===== src/sbg_defs.vh =====
// Register map, field positions, reset values and counts for the baud generator
`ifndef SBG_DEFS_VH
`define SBG_DEFS_VH

`define SBG_OFS_RELOAD  4'h0
`define SBG_OFS_BUFFER  4'h4
`define SBG_OFS_STATE   4'h8
`define SBG_OFS_CTRL    4'hc

`define SBG_CTRL_MASTER 0
`define SBG_CTRL_I2C    1
`define SBG_CTRL_IDLE   2

`define SBG_ST_BUSY     0
`define SBG_ST_WCOL     1
`define SBG_ST_SCK      2

`define SBG_RST_RELOAD  8'h09
`define SBG_RST_CTRL    3'h0

`define SBG_TICK_DIV    2
`define SBG_EDGES_SPI   5'h10
`define SBG_EDGES_I2C   5'h12

`define SBG_RESP_OKAY   2'h0
`define SBG_RESP_SLVERR 2'h2

`endif


===== src/sbg_top.v =====
// Baud rate generator of a synchronous serial port, with an AXI4-Lite register slave
`timescale 1ns/100ps
`default_nettype none
`include "sbg_defs.vh"

// Behaviour
// The generator is the serial clock source whenever the port is master, in two-wire or SPI mode.
// The reload value comes from the software-written reload register and is copied into the counter on every reload.
// A software write to the shift buffer starts the counter when the port is master and the counter is not already busy.
// When the transfer ends the counter stops by itself and the clock pin keeps its last level.
// Reload fires twice per serial clock period, so one period is two counter rollovers.
// Reload timing depends on mode: two-wire waits for the released clock line to read high, SPI does not.
// The serial clock frequency is the oscillator frequency over four times the reload value plus one.
// Software must not use reload values 0x00, 0x01 or 0x02 in two-wire master operation.
// After each reload the counter runs down to zero and zero is the timeout that advances the clock.
// The counter is paced by a divided enable derived from the oscillator, locked to instruction timing.
module sbg_top #(
  parameter DATA_W = 8
) (
  // Clock and reset
  input  wire              CLK_SYS,
  input  wire              RSTN,
  // AXI4-Lite write address
  input  wire [3:0]        S_AXI_AWADDR,
  input  wire              S_AXI_AWVALID,
  output wire              S_AXI_AWREADY,
  // AXI4-Lite write data
  input  wire [31:0]       S_AXI_WDATA,
  input  wire [3:0]        S_AXI_WSTRB,
  input  wire              S_AXI_WVALID,
  output wire              S_AXI_WREADY,
  // AXI4-Lite write response
  output reg  [1:0]        S_AXI_BRESP,
  output reg               S_AXI_BVALID,
  input  wire              S_AXI_BREADY,
  // AXI4-Lite read address
  input  wire [3:0]        S_AXI_ARADDR,
  input  wire              S_AXI_ARVALID,
  output wire              S_AXI_ARREADY,
  // AXI4-Lite read data
  output reg  [31:0]       S_AXI_RDATA,
  output reg  [1:0]        S_AXI_RRESP,
  output reg               S_AXI_RVALID,
  input  wire              S_AXI_RREADY,
  // Serial clock pin
  input  wire              SCK_IN,
  output reg               SCK_OUT,
  output reg               SCK_OE
);

  // Bus and register state
  reg              aw_held;
  reg [3:0]        aw_addr;
  reg              w_held;
  reg [31:0]       w_data;
  reg              w_lane0;
  reg [DATA_W-1:0] reload;
  reg [DATA_W-1:0] shift_buf;
  reg [2:0]        ctrl;
  reg              wcol;
  // Generator state
  reg              tick_div;
  reg [DATA_W-1:0] counter;
  reg              busy;
  reg              sck;
  reg [4:0]        edges;
  reg              in_sync0;
  reg              in_sync1;

  wire tick = (tick_div == 1'b1);
  wire wr_go = aw_held && w_held && !S_AXI_BVALID;
  wire buf_wr = wr_go && (aw_addr == `SBG_OFS_BUFFER) && w_lane0;
  wire i2c = ctrl[`SBG_CTRL_I2C];
  wire master = ctrl[`SBG_CTRL_MASTER];
  wire [4:0] edge_total = i2c ? `SBG_EDGES_I2C : `SBG_EDGES_SPI;
  // Two-wire mode holds the count while the released line is pulled low
  wire stretch = i2c && sck && !in_sync1;
  wire timeout = busy && tick && (counter == {DATA_W{1'b0}}) && !stretch;
  wire start = buf_wr && master && !busy;

  // Address decode shared by both bus directions
  function mapped;
    input [3:0] a;
    begin
      mapped = (a == `SBG_OFS_RELOAD) || (a == `SBG_OFS_BUFFER) ||
               (a == `SBG_OFS_STATE) || (a == `SBG_OFS_CTRL);
    end
  endfunction

  assign S_AXI_AWREADY = !aw_held;
  assign S_AXI_WREADY  = !w_held;
  assign S_AXI_ARREADY = !S_AXI_RVALID;

  // Write channel capture and response
  always @(posedge CLK_SYS) begin
    if (!RSTN) begin
      aw_held      <= 1'b0;
      aw_addr      <= 4'h0;
      w_held       <= 1'b0;
      w_data       <= 32'h0;
      w_lane0      <= 1'b0;
      S_AXI_BVALID <= 1'b0;
      S_AXI_BRESP  <= `SBG_RESP_OKAY;
    end else begin
      if (S_AXI_AWVALID && !aw_held) begin
        aw_held <= 1'b1;
        aw_addr <= {S_AXI_AWADDR[3:2], 2'b00};
      end
      if (S_AXI_WVALID && !w_held) begin
        w_held  <= 1'b1;
        w_data  <= S_AXI_WDATA;
        w_lane0 <= S_AXI_WSTRB[0];
      end
      if (wr_go) begin
        S_AXI_BVALID <= 1'b1;
        S_AXI_BRESP  <= mapped(aw_addr) ? `SBG_RESP_OKAY : `SBG_RESP_SLVERR;
      end else if (S_AXI_BVALID && S_AXI_BREADY) begin
        S_AXI_BVALID <= 1'b0;
        aw_held      <= 1'b0;
        w_held       <= 1'b0;
      end
    end
  end

  // Software registers; collision flag set wins over its clear
  always @(posedge CLK_SYS) begin
    if (!RSTN) begin
      reload    <= `SBG_RST_RELOAD;
      shift_buf <= {DATA_W{1'b0}};
      ctrl      <= `SBG_RST_CTRL;
      wcol      <= 1'b0;
    end else begin
      if (wr_go && w_lane0) begin
        case (aw_addr)
          `SBG_OFS_RELOAD: begin
            reload <= w_data[DATA_W-1:0];
          end
          `SBG_OFS_CTRL: begin
            ctrl <= w_data[2:0];
          end
          default: begin
          end
        endcase
      end
      if (start) begin
        shift_buf <= w_data[DATA_W-1:0];
      end
      if (buf_wr && busy) begin
        wcol <= 1'b1;
      end else if (wr_go && w_lane0 && aw_addr == `SBG_OFS_STATE && w_data[`SBG_ST_WCOL]) begin
        wcol <= 1'b0;
      end
    end
  end

  // Read channel, one cycle after the address is taken
  always @(posedge CLK_SYS) begin
    if (!RSTN) begin
      S_AXI_RVALID <= 1'b0;
      S_AXI_RDATA  <= 32'h0;
      S_AXI_RRESP  <= `SBG_RESP_OKAY;
    end else if (S_AXI_ARVALID && !S_AXI_RVALID) begin
      S_AXI_RVALID <= 1'b1;
      S_AXI_RRESP  <= mapped({S_AXI_ARADDR[3:2], 2'b00}) ? `SBG_RESP_OKAY : `SBG_RESP_SLVERR;
      case ({S_AXI_ARADDR[3:2], 2'b00})
        `SBG_OFS_RELOAD: S_AXI_RDATA <= {{(32-DATA_W){1'b0}}, reload};
        `SBG_OFS_BUFFER: S_AXI_RDATA <= {{(32-DATA_W){1'b0}}, shift_buf};
        `SBG_OFS_STATE:  S_AXI_RDATA <= {{(24-DATA_W){1'b0}}, counter, 5'h0, sck, wcol, busy};
        `SBG_OFS_CTRL:   S_AXI_RDATA <= {29'h0, ctrl};
        default:         S_AXI_RDATA <= 32'h0;
      endcase
    end else if (S_AXI_RREADY) begin
      S_AXI_RVALID <= 1'b0;
    end
  end

  // Count enable: half an instruction cycle, giving Fosc/(4*(reload+1))
  always @(posedge CLK_SYS) begin
    if (!RSTN || start) begin
      tick_div <= 1'b0;
    end else begin
      tick_div <= ~tick_div;
    end
  end

  // Clock line level synchroniser
  always @(posedge CLK_SYS) begin
    if (!RSTN) begin
      in_sync0 <= 1'b1;
      in_sync1 <= 1'b1;
    end else begin
      in_sync0 <= SCK_IN;
      in_sync1 <= in_sync0;
    end
  end

  // Down-counter, reload and clock toggling
  always @(posedge CLK_SYS) begin
    if (!RSTN) begin
      counter <= {DATA_W{1'b0}};
      busy    <= 1'b0;
      sck     <= 1'b0;
      edges   <= 5'h0;
    end else if (!master) begin
      busy <= 1'b0;
      sck  <= i2c ? 1'b1 : ctrl[`SBG_CTRL_IDLE];
    end else if (start) begin
      busy    <= 1'b1;
      counter <= reload;
      edges   <= 5'h0;
    end else if (timeout) begin
      sck   <= ~sck;
      edges <= edges + 5'h1;
      if (edges + 5'h1 == edge_total) begin
        busy <= 1'b0;
      end else begin
        counter <= reload;
      end
    end else if (busy && tick && !stretch) begin
      counter <= counter - {{(DATA_W-1){1'b0}}, 1'b1};
    end else if (!busy) begin
      // Idle master: two-wire line released, SPI at its idle level
      sck <= i2c ? 1'b1 : ctrl[`SBG_CTRL_IDLE];
    end
  end

  // Pin drive: open-drain low in two-wire mode, push-pull in SPI mode
  always @(posedge CLK_SYS) begin
    if (!RSTN) begin
      SCK_OUT <= 1'b0;
      SCK_OE  <= 1'b0;
    end else if (!master) begin
      SCK_OUT <= 1'b0;
      SCK_OE  <= 1'b0;
    end else begin
      SCK_OUT <= i2c ? 1'b0 : sck;
      SCK_OE  <= i2c ? (busy & ~sck) : 1'b1;
    end
  end

endmodule
`default_nettype wire


===== config.mk =====
export PLATFORM = sky130hd
export DESIGN_NAME = sbg_top
export DESIGN_NICKNAME = d
export VERILOG_FILES = /design/src/sbg_top.v
export VERILOG_INCLUDE_DIRS = /design/src
export SDC_FILE = /design/constraint.sdc
export NUM_CORES = 1
export LEC_CHECK = 0
export BUFFER_PORTS_ARGS = -buffer_cell sky130_fd_sc_hd__buf_2
export CORE_ASPECT_RATIO = 0.7
export CORE_MARGIN = 10
export CORE_UTILIZATION = 47
export DETAILED_ROUTE_END_ITERATION = 10
export PLACE_DENSITY = 0.76
export SKIP_CTS_REPAIR_TIMING = 1
export SYNTH_ARGS = -nofsm -noshare
export SYNTH_HDL_FRONTEND = slang
export SYNTH_SLANG_ARGS = --single-unit

===== constraint.sdc =====
create_clock -name CLK_SYS -period 1.7 [get_ports CLK_SYS]
set_input_delay 0.085 -clock CLK_SYS [delete_from_list [all_inputs] [get_ports CLK_SYS]]
set_output_delay 0.085 -clock CLK_SYS [all_outputs]
set_load 0.02 [all_outputs]

Word-level counts from Yosys, hierarchy flattened. Index checks and enable logic that the tools add are counted.

Word-level logic and storage cells: 125. Output and inout port bits: 43. Register bits after elaboration: 91. Input port bits: 52.

Bitwise operators: 5. Reductions and logical operators: 52. Mux-type cells: 32. Eq/ne operators: 11. Add/sub/neg operators: 2.

Operators by type and width (number): one-hot mux 32 bit (4 select lines) (1); two-way mux 8 bit (4); two-way mux 1 bit (22); logical AND 1 bit (20); two-way mux 5 bit (2); AND reduction 2 bit (5); nonzero test 2 bit (5); equality test 2 bit, second input constant (4); zero test 1 bit (8); zero test 8 bit (1); subtractor 8 x 1 -> 8 bit, second input constant (1); logical OR 1 bit (7); two-way mux 2 bit (3); inequality test 3 bit, second input constant (2); AND reduction 3 bit (2); adder 5 x 1 -> 5 bit, second input constant (1); equality test 5 bit (1); equality test 2 x 1 -> 1 bit, second input constant (2); zero test 4 bit (1); NOT 1 bit (4); inequality test 3 x 2 -> 1 bit, second input constant (1); nonzero test 3 bit (1); OR reduction 3 bit (1); zero test 2 bit (1); 2 further kinds (2).

Logic depth before layout (Yosys ltp).
Depth after elaboration: 8. Mapped depth: 8. Depth with buffers taken out: 7.

Least setup slack after synthesis. No wires, ideal clock.

Path type: register -> register. Start: reg edges[0]. End: reg counter[0]. Arrival: 1.676 ns. Library setup time: 0.131 ns. Period minus slack after synthesis: 1.807 ns. Slack: -0.107 ns. Required time: 1.569 ns. Cell stages (with the launch flop): 7. Path buffers: 0. Path through: dfxtp_1 ha_1 xnor2_1 o2111ai_1 or3_4 a221oi_2 o22ai_1.

Cells in the longest elaborated chain, start to end: 4.

Ends and longest elaborated chain: start: declaration (RTL line sbg_top.v:66) `reg [4:0] edges;`; start signal: assignment (RTL line sbg_top.v:213) `edges <= edges + 5'h1;`; adder 5 x 1 -> 5 bit (RTL line sbg_top.v:214) `if (edges + 5'h1 == edge_total) begin`; equality test 5 bit (RTL line sbg_top.v:214); inequality test 3 bit (no line); AND reduction 3 bit (no line); end signal: assignment (RTL line sbg_top.v:209) `counter <= reload;`; end signal: assignment (RTL line sbg_top.v:217) `counter <= reload;`; end signal: assignment (RTL line sbg_top.v:220) `counter <= counter - {{(DATA_W-1){1'b0}}, 1'b1};`; end: declaration (RTL line sbg_top.v:63) `reg [DATA_W-1:0] counter;`.

No other way between the ends. A chain may end at the register's enable or synchronous reset.

Final worst setup path.
Start: reg edges[1]. End: reg counter[3].

Same word-level chain as after synthesis.

==> impl_results.html <==
<table>
<tr><th>Metric</th><th>Value</th></tr>
<tr><th colspan="2">Status</th></tr>
<tr><td>Status</td><td>finished, violations left</td></tr>
<tr><td>Violations in the final reports</td><td>hold timing, setup timing</td></tr>
<tr><th colspan="2">Yosys</th></tr>
<tr><td>Library cell occupying the most area in the post-synthesis netlist</td><td>sky130_fd_sc_hd__dfxtp_1</td></tr>
<tr><td>Cells after synthesis</td><td>378</td></tr>
<tr><td>Syn Std Cell Area</td><td>3330 sq um</td></tr>
<tr><td>Number of distinct standard cells referenced by the synthesized netlist</td><td>55</td></tr>
<tr><td>Top cells by area in the synthesized netlist</td><td>sky130_fd_sc_hd__dfxtp_1 44%, sky130_fd_sc_hd__nand2_1 5.9%, sky130_fd_sc_hd__mux2i_1 5.4%, sky130_fd_sc_hd__nor2_1 5.0%, sky130_fd_sc_hd__buf_4 4.3%</td></tr>
<tr><td>Share of async-settable or async-resettable flops after synthesis</td><td>0</td></tr>
<tr><td>Post-Synth Adder-Cell Area</td><td>0.0113</td></tr>
<tr><td>Syn avg cell area</td><td>8.80 sq um</td></tr>
<tr><td>Yosys reg bits</td><td>73</td></tr>
<tr><td>Post-synthesis share of cell area spent on and, or, nand and nor gates</td><td>0.219</td></tr>
<tr><td>Primary flip-flop cell chosen by synthesis mapping</td><td>sky130_fd_sc_hd__dfxtp_1</td></tr>
<tr><td>Yosys Warn Count</td><td>0</td></tr>
<tr><td>Synth Area in XOR/XNOR</td><td>0.0184</td></tr>
<tr><td>Area share of the leading cell type in the synthesized netlist</td><td>0.439</td></tr>
<tr><td>Compound-Gate Fraction of Synth Area</td><td>0.147</td></tr>
<tr><td>Number of synthesized flops with an enable pin</td><td>0</td></tr>
<tr><td>Share of cell area taken by muxes after synthesis</td><td>0.0846</td></tr>
<tr><td>Fraction of the yosys area taken by sequential cells</td><td>0.439</td></tr>
<tr><td>Largest family of logic cells by synthesized area</td><td>simple AND/OR/NAND/NOR gates</td></tr>
<tr><th colspan="2">Power</th></tr>
<tr><td>PwrDens</td><td>753 nW/um^2</td></tr>
<tr><td>Largest vdd supply drop</td><td>0.543 mV</td></tr>
<tr><td>Total power</td><td>3.29 mW</td></tr>
<tr><td>Lkg Pwr</td><td>1.81 nW</td></tr>
<tr><th colspan="2">Layout</th></tr>
<tr><td>Layout Cell Area excl Fill</td><td>4370 sq um</td></tr>
<tr><td>Share of layout cells above drive strength 1</td><td>0.307</td></tr>
<tr><td>Multi-input logic area</td><td>1810 sq um</td></tr>
<tr><td>Final std cells w/o fill</td><td>576</td></tr>
<tr><td>Final Core Density</td><td>0.640</td></tr>
<tr><td>Post-layout net count</td><td>532</td></tr>
<tr><td>Number of filler instances in the final layout</td><td>624</td></tr>
<tr><td>N_diodes</td><td>0</td></tr>
<tr><td>Area added between synthesis and finish</td><td>31.2%</td></tr>
<tr><td>FF+latch area</td><td>1470 sq um</td></tr>
<tr><th colspan="2">Timing</th></tr>
<tr><td>Post-route setup slack</td><td>-0.0535 ns</td></tr>
<tr><td>Hold violation count in the final report</td><td>1</td></tr>
<tr><td>Setup violators final</td><td>6</td></tr>
<tr><td>RSZ-0062 raised after global routing</td><td>yes</td></tr>
<tr><td>Maximum clock frequency</td><td>570 MHz</td></tr>
<tr><td>Fin Hold WS</td><td>-0.00650 ns</td></tr>
<tr><td>Remaining max-slew budget at the tightest pin</td><td>0.621</td></tr>
<tr><td>Post-Route Skew</td><td>0.00821 ns</td></tr>
<tr><td>Final period util</td><td>1.03</td></tr>
<tr><td>Number of max-slew violations in the final report</td><td>0</td></tr>
<tr><td>Slew at the pin with the worst max-slew slack</td><td>0.567 ns</td></tr>
<tr><td>Post-layout min period</td><td>1.75 ns</td></tr>
<tr><th colspan="2">Detailed routing</th></tr>
<tr><td>Average wire length per cell after detail routing</td><td>15.9 microns</td></tr>
<tr><td>Vias after detailed routing</td><td>3055</td></tr>
<tr><td>Residual DRC count</td><td>0</td></tr>
<tr><td>Total wirelength of the detailed-routed design</td><td>9170 microns</td></tr>
<tr><td>Ratio of routed vias to standard cells</td><td>5.30</td></tr>
<tr><td>Length of the first detailed-routing pass in iterations</td><td>4</td></tr>
<tr><td>Post-detailed-route count of antenna-violating nets</td><td>0</td></tr>
<tr><td>Drt initial violations</td><td>194</td></tr>
<tr><th colspan="2">Worst setup path</th></tr>
<tr><td>CP cell instances</td><td>ha_4, xnor2_4, o2111ai_4, o31ai_4, buf_6, a2111oi_4, o21a_1</td></tr>
<tr><td>Critical path class</td><td>reg2reg</td></tr>
<tr><td>Standard cell with the maximum stage delay on the critical path</td><td>sky130_fd_sc_hd__o31ai_4</td></tr>
<tr><td>Startpoint kind of the worst setup timing path</td><td>flop</td></tr>
<tr><td>Critical path capture point type</td><td>flop</td></tr>
<tr><td>Combined buffer and inverter count along the critical path</td><td>1</td></tr>
<tr><td>Maximum cell stage delay along the critical path</td><td>0.37 ns</td></tr>
<tr><td>Largest fanout on the critical path</td><td>4</td></tr>
<tr><td>Data required, critical path</td><td>1.95 ns</td></tr>
<tr><td>WP data arrival</td><td>2.00 ns</td></tr>
<tr><td>Cell class contributing the biggest share of worst-path delay</td><td>compound AO/OA/AOI/OAI gates</td></tr>
<tr><th colspan="2">Job</th></tr>
<tr><td>Maxcap violations</td><td>0</td></tr>
<tr><th colspan="2">Clock tree</th></tr>
<tr><td>Number of H-tree levels</td><td>3</td></tr>
<tr><td>Master cell of the clock root buffer</td><td>sky130_fd_sc_hd__clkbuf_8</td></tr>
<tr><td>Clock buffers created by TritonCTS</td><td>9</td></tr>
<tr><td>Clock Sink Count</td><td>73</td></tr>
<tr><td>TritonCTS clock tree</td><td>built</td></tr>
<tr><td>Source-to-sink clock delay at the later pin of the worst-skew pair</td><td>0.36 ns</td></tr>
<tr><td>CTS Buffer Depth</td><td>2</td></tr>
<tr><td>Clock transition at the registers of the reported paths</td><td>0.07 ns</td></tr>
<tr><th colspan="2">Placed design</th></tr>
<tr><td>HPWL reported at the end of detailed placement</td><td>6640 microns</td></tr>
<tr><td>Worst slack after detailed placement</td><td>-0.146 ns</td></tr>
<tr><td>Cell total after placement</td><td>542</td></tr>
<tr><td>Final weighted congestion in routability-driven placement</td><td>0.944</td></tr>
<tr><td>Total placed instance area</td><td>3880 sq um</td></tr>
<tr><td>Quantity of I/O buffers inserted on ports</td><td>45</td></tr>
<tr><th colspan="2">GRT</th></tr>
<tr><td>Global-route wire length before repair</td><td>14200 microns</td></tr>
<tr><td>Total congestion overflow</td><td>0</td></tr>
<tr><td>Number of global-route vias before repair</td><td>2878</td></tr>
<tr><td>Met1 GRT Util</td><td>0.225</td></tr>
<tr><td>Combined global-route utilization of all metal layers</td><td>0.159</td></tr>
<tr><td>Initial antenna violation count</td><td>0</td></tr>
<tr><td>Met2 track utilization from global routing</td><td>0.217</td></tr>
<tr><td>Met3 track utilization from global routing</td><td>0.0518</td></tr>
<tr><td>Most heavily used metal layer in global routing</td><td>met1</td></tr>
<tr><td>Pin count of the biggest net entering global routing</td><td>20</td></tr>
<tr><th colspan="2">Die</th></tr>
<tr><td>Number of rows created at floorplan</td><td>25</td></tr>
<tr><td>Die Wd</td><td>121 microns</td></tr>
<tr><td>Total Die Area</td><td>10900 sq um</td></tr>
<tr><td>Initial core utilization</td><td>0.488</td></tr>
<tr><td>Die height</td><td>90.4 microns</td></tr>
<tr><td>I/O pin count</td><td>95</td></tr>
<tr><td>Core area</td><td>6820 sq um</td></tr>
<tr><th colspan="2">Worst hold path</th></tr>
<tr><td>Kind of path behind the tightest hold check</td><td>in2reg</td></tr>
</table>
==> logic make-up (layout without fill, tap and decap cells) <==
kind of cell	Yosys count	in the layout
buf+inv	48	135
flops	73	73
simple gates	149	149
mux	24	24
xor+xnor	7	7
fa+ha+maj	3	3
compound gates	73	73
other cells	1	18
==> worst min-delay path: cells and delay by family <==
kind,cells,cell delay (ns)
buf+inv,1,0.08
mux,1,0.06
simple gates,1,0.08
==> final timing paths <==
kind / startpoint / end / slack, ns / cells past startpoint
max: edges[1]$_SDFFE_PN0P_ / counter[3]$_SDFFE_PN0P_ / -0.05 / 7
min: S_AXI_AWADDR[2] / aw_addr[2]$_SDFFE_PN0P_ / -0.006 / 3
max reg2reg: edges[1]$_SDFFE_PN0P_ / counter[3]$_SDFFE_PN0P_ / -0.05 / 7
min reg2reg: in_sync0$_SDFF_PN1_ / in_sync1$_SDFF_PN1_ / 0.42 / 1
==> per-layer routing <==
metal / vias up / part of all wire
met5: - / 0
met4: 0 / 0.016
met3: 16 / 0.077
met2: 109 / 0.44
met1: 1448 / 0.47
li1: 1482 / -
==> Yosys cell counts, drive strengths merged, types with 2 or more instances <==
| library cell | n |
|---|---|
| dfxtp | 73 |
| nor2 | 44 |
| inv | 12 |
| mux4 | 3 |
| xor2 | 3 |
| mux2i | 18 |
| buf | 27 |
| mux2 | 3 |
| and4bb | 3 |
| o31ai | 2 |
| nor4 | 3 |
| nor2b | 3 |
| o211ai | 3 |
| and3 | 2 |
| o22ai | 3 |
| nand2b | 4 |
| a21o | 2 |
| o21ai | 8 |
| clkbuf | 9 |
| and2 | 2 |
| nand2 | 53 |
| a22oi | 15 |
| nor3 | 11 |
| ha | 3 |
| nand3 | 11 |
| xnor2 | 4 |
| nor3b | 2 |
| a21oi | 28 |
| and4 | 3 |
| nand4 | 3 |
| o21a | 3 |
==> cell type report <==
type                            instances  area share
Inverter                               12      0.0103
Sequential cell                        73       0.336
Clock inverter                          4     0.00602
Clock buffer                           12      0.0355
Tap cell                               94      0.0269
Timing Repair Buffer                  107       0.170
Multi-Input combinational cell        274       0.415
==> sequential cells by signal, indices dropped and copies added (netlist names) <==
| register | count |
|---|---|
| aw_addr | 2 |
| reload | 8 |
| in_sync1 | 1 |
| shift_buf | 8 |
| S_AXI_BRESP | 1 |
| sck | 1 |
| in_sync0 | 1 |
| S_AXI_RVALID | 1 |
| busy | 1 |
| w_data | 8 |
| S_AXI_RDATA | 16 |
| S_AXI_RRESP | 1 |
| SCK_OE | 1 |
| SCK_OUT | 1 |
| tick | 1 |
| w_held | 1 |
| counter | 8 |
| ctrl | 3 |
| w_lane0 | 1 |
| wcol | 1 |
| aw_held | 1 |
| edges | 5 |
| S_AXI_BVALID | 1 |
==> per-stage QoR <==
stage / hold WS [ns] / TNS, ns
after global routing: 0.0361 / -0.901
after detailed placement: 0.276 / -0.738
after floorplan: 0.184 / -0.0558
after CTS: -0.0985 / -0.896
final: -0.00650 / -0.190
after global placement: 0.265 / -0.482
==> power by group <==
part	total [mW]	internal, mW	switching (mW)
logic	0.259	0.0988	0.160
registers	1.77	1.74	0.0311
clock network	1.26	0.610	0.650
==> layout by cell type, fill, tap and decap left out, types with 3 or more instances in the layout <==
cell type                       Yosys  final
sky130_fd_sc_hd__mux2i_1           18     18
sky130_fd_sc_hd__dlygate4sd3_1      0     14
sky130_fd_sc_hd__mux2_2             3      3
sky130_fd_sc_hd__o211ai_1           3      3
sky130_fd_sc_hd__nand3_1           11     11
sky130_fd_sc_hd__nand4_1            3      3
sky130_fd_sc_hd__conb_1             1     18
sky130_fd_sc_hd__buf_4             19     44
sky130_fd_sc_hd__o21ai_0            7      4
sky130_fd_sc_hd__nor3_2             1      3
sky130_fd_sc_hd__nand2b_1           4      4
sky130_fd_sc_hd__nor2b_1            3      3
sky130_fd_sc_hd__nand2_1           52     52
sky130_fd_sc_hd__dfxtp_1           73     69
sky130_fd_sc_hd__o22ai_1            3      3
sky130_fd_sc_hd__clkbuf_8           0     11
sky130_fd_sc_hd__dfxtp_2            0      3
sky130_fd_sc_hd__inv_1             11      9
sky130_fd_sc_hd__buf_2              3     45
sky130_fd_sc_hd__a22oi_1           15     15
sky130_fd_sc_hd__o21a_1             3      3
sky130_fd_sc_hd__nor3_1            10      8
sky130_fd_sc_hd__mux4_2             3      3
sky130_fd_sc_hd__nor2_1            44     44
sky130_fd_sc_hd__and4bb_2           3      3
sky130_fd_sc_hd__inv_2              1      3
sky130_fd_sc_hd__a21oi_1           28     28
sky130_fd_sc_hd__buf_6              1      4
(Power assumes the default switching activity.)
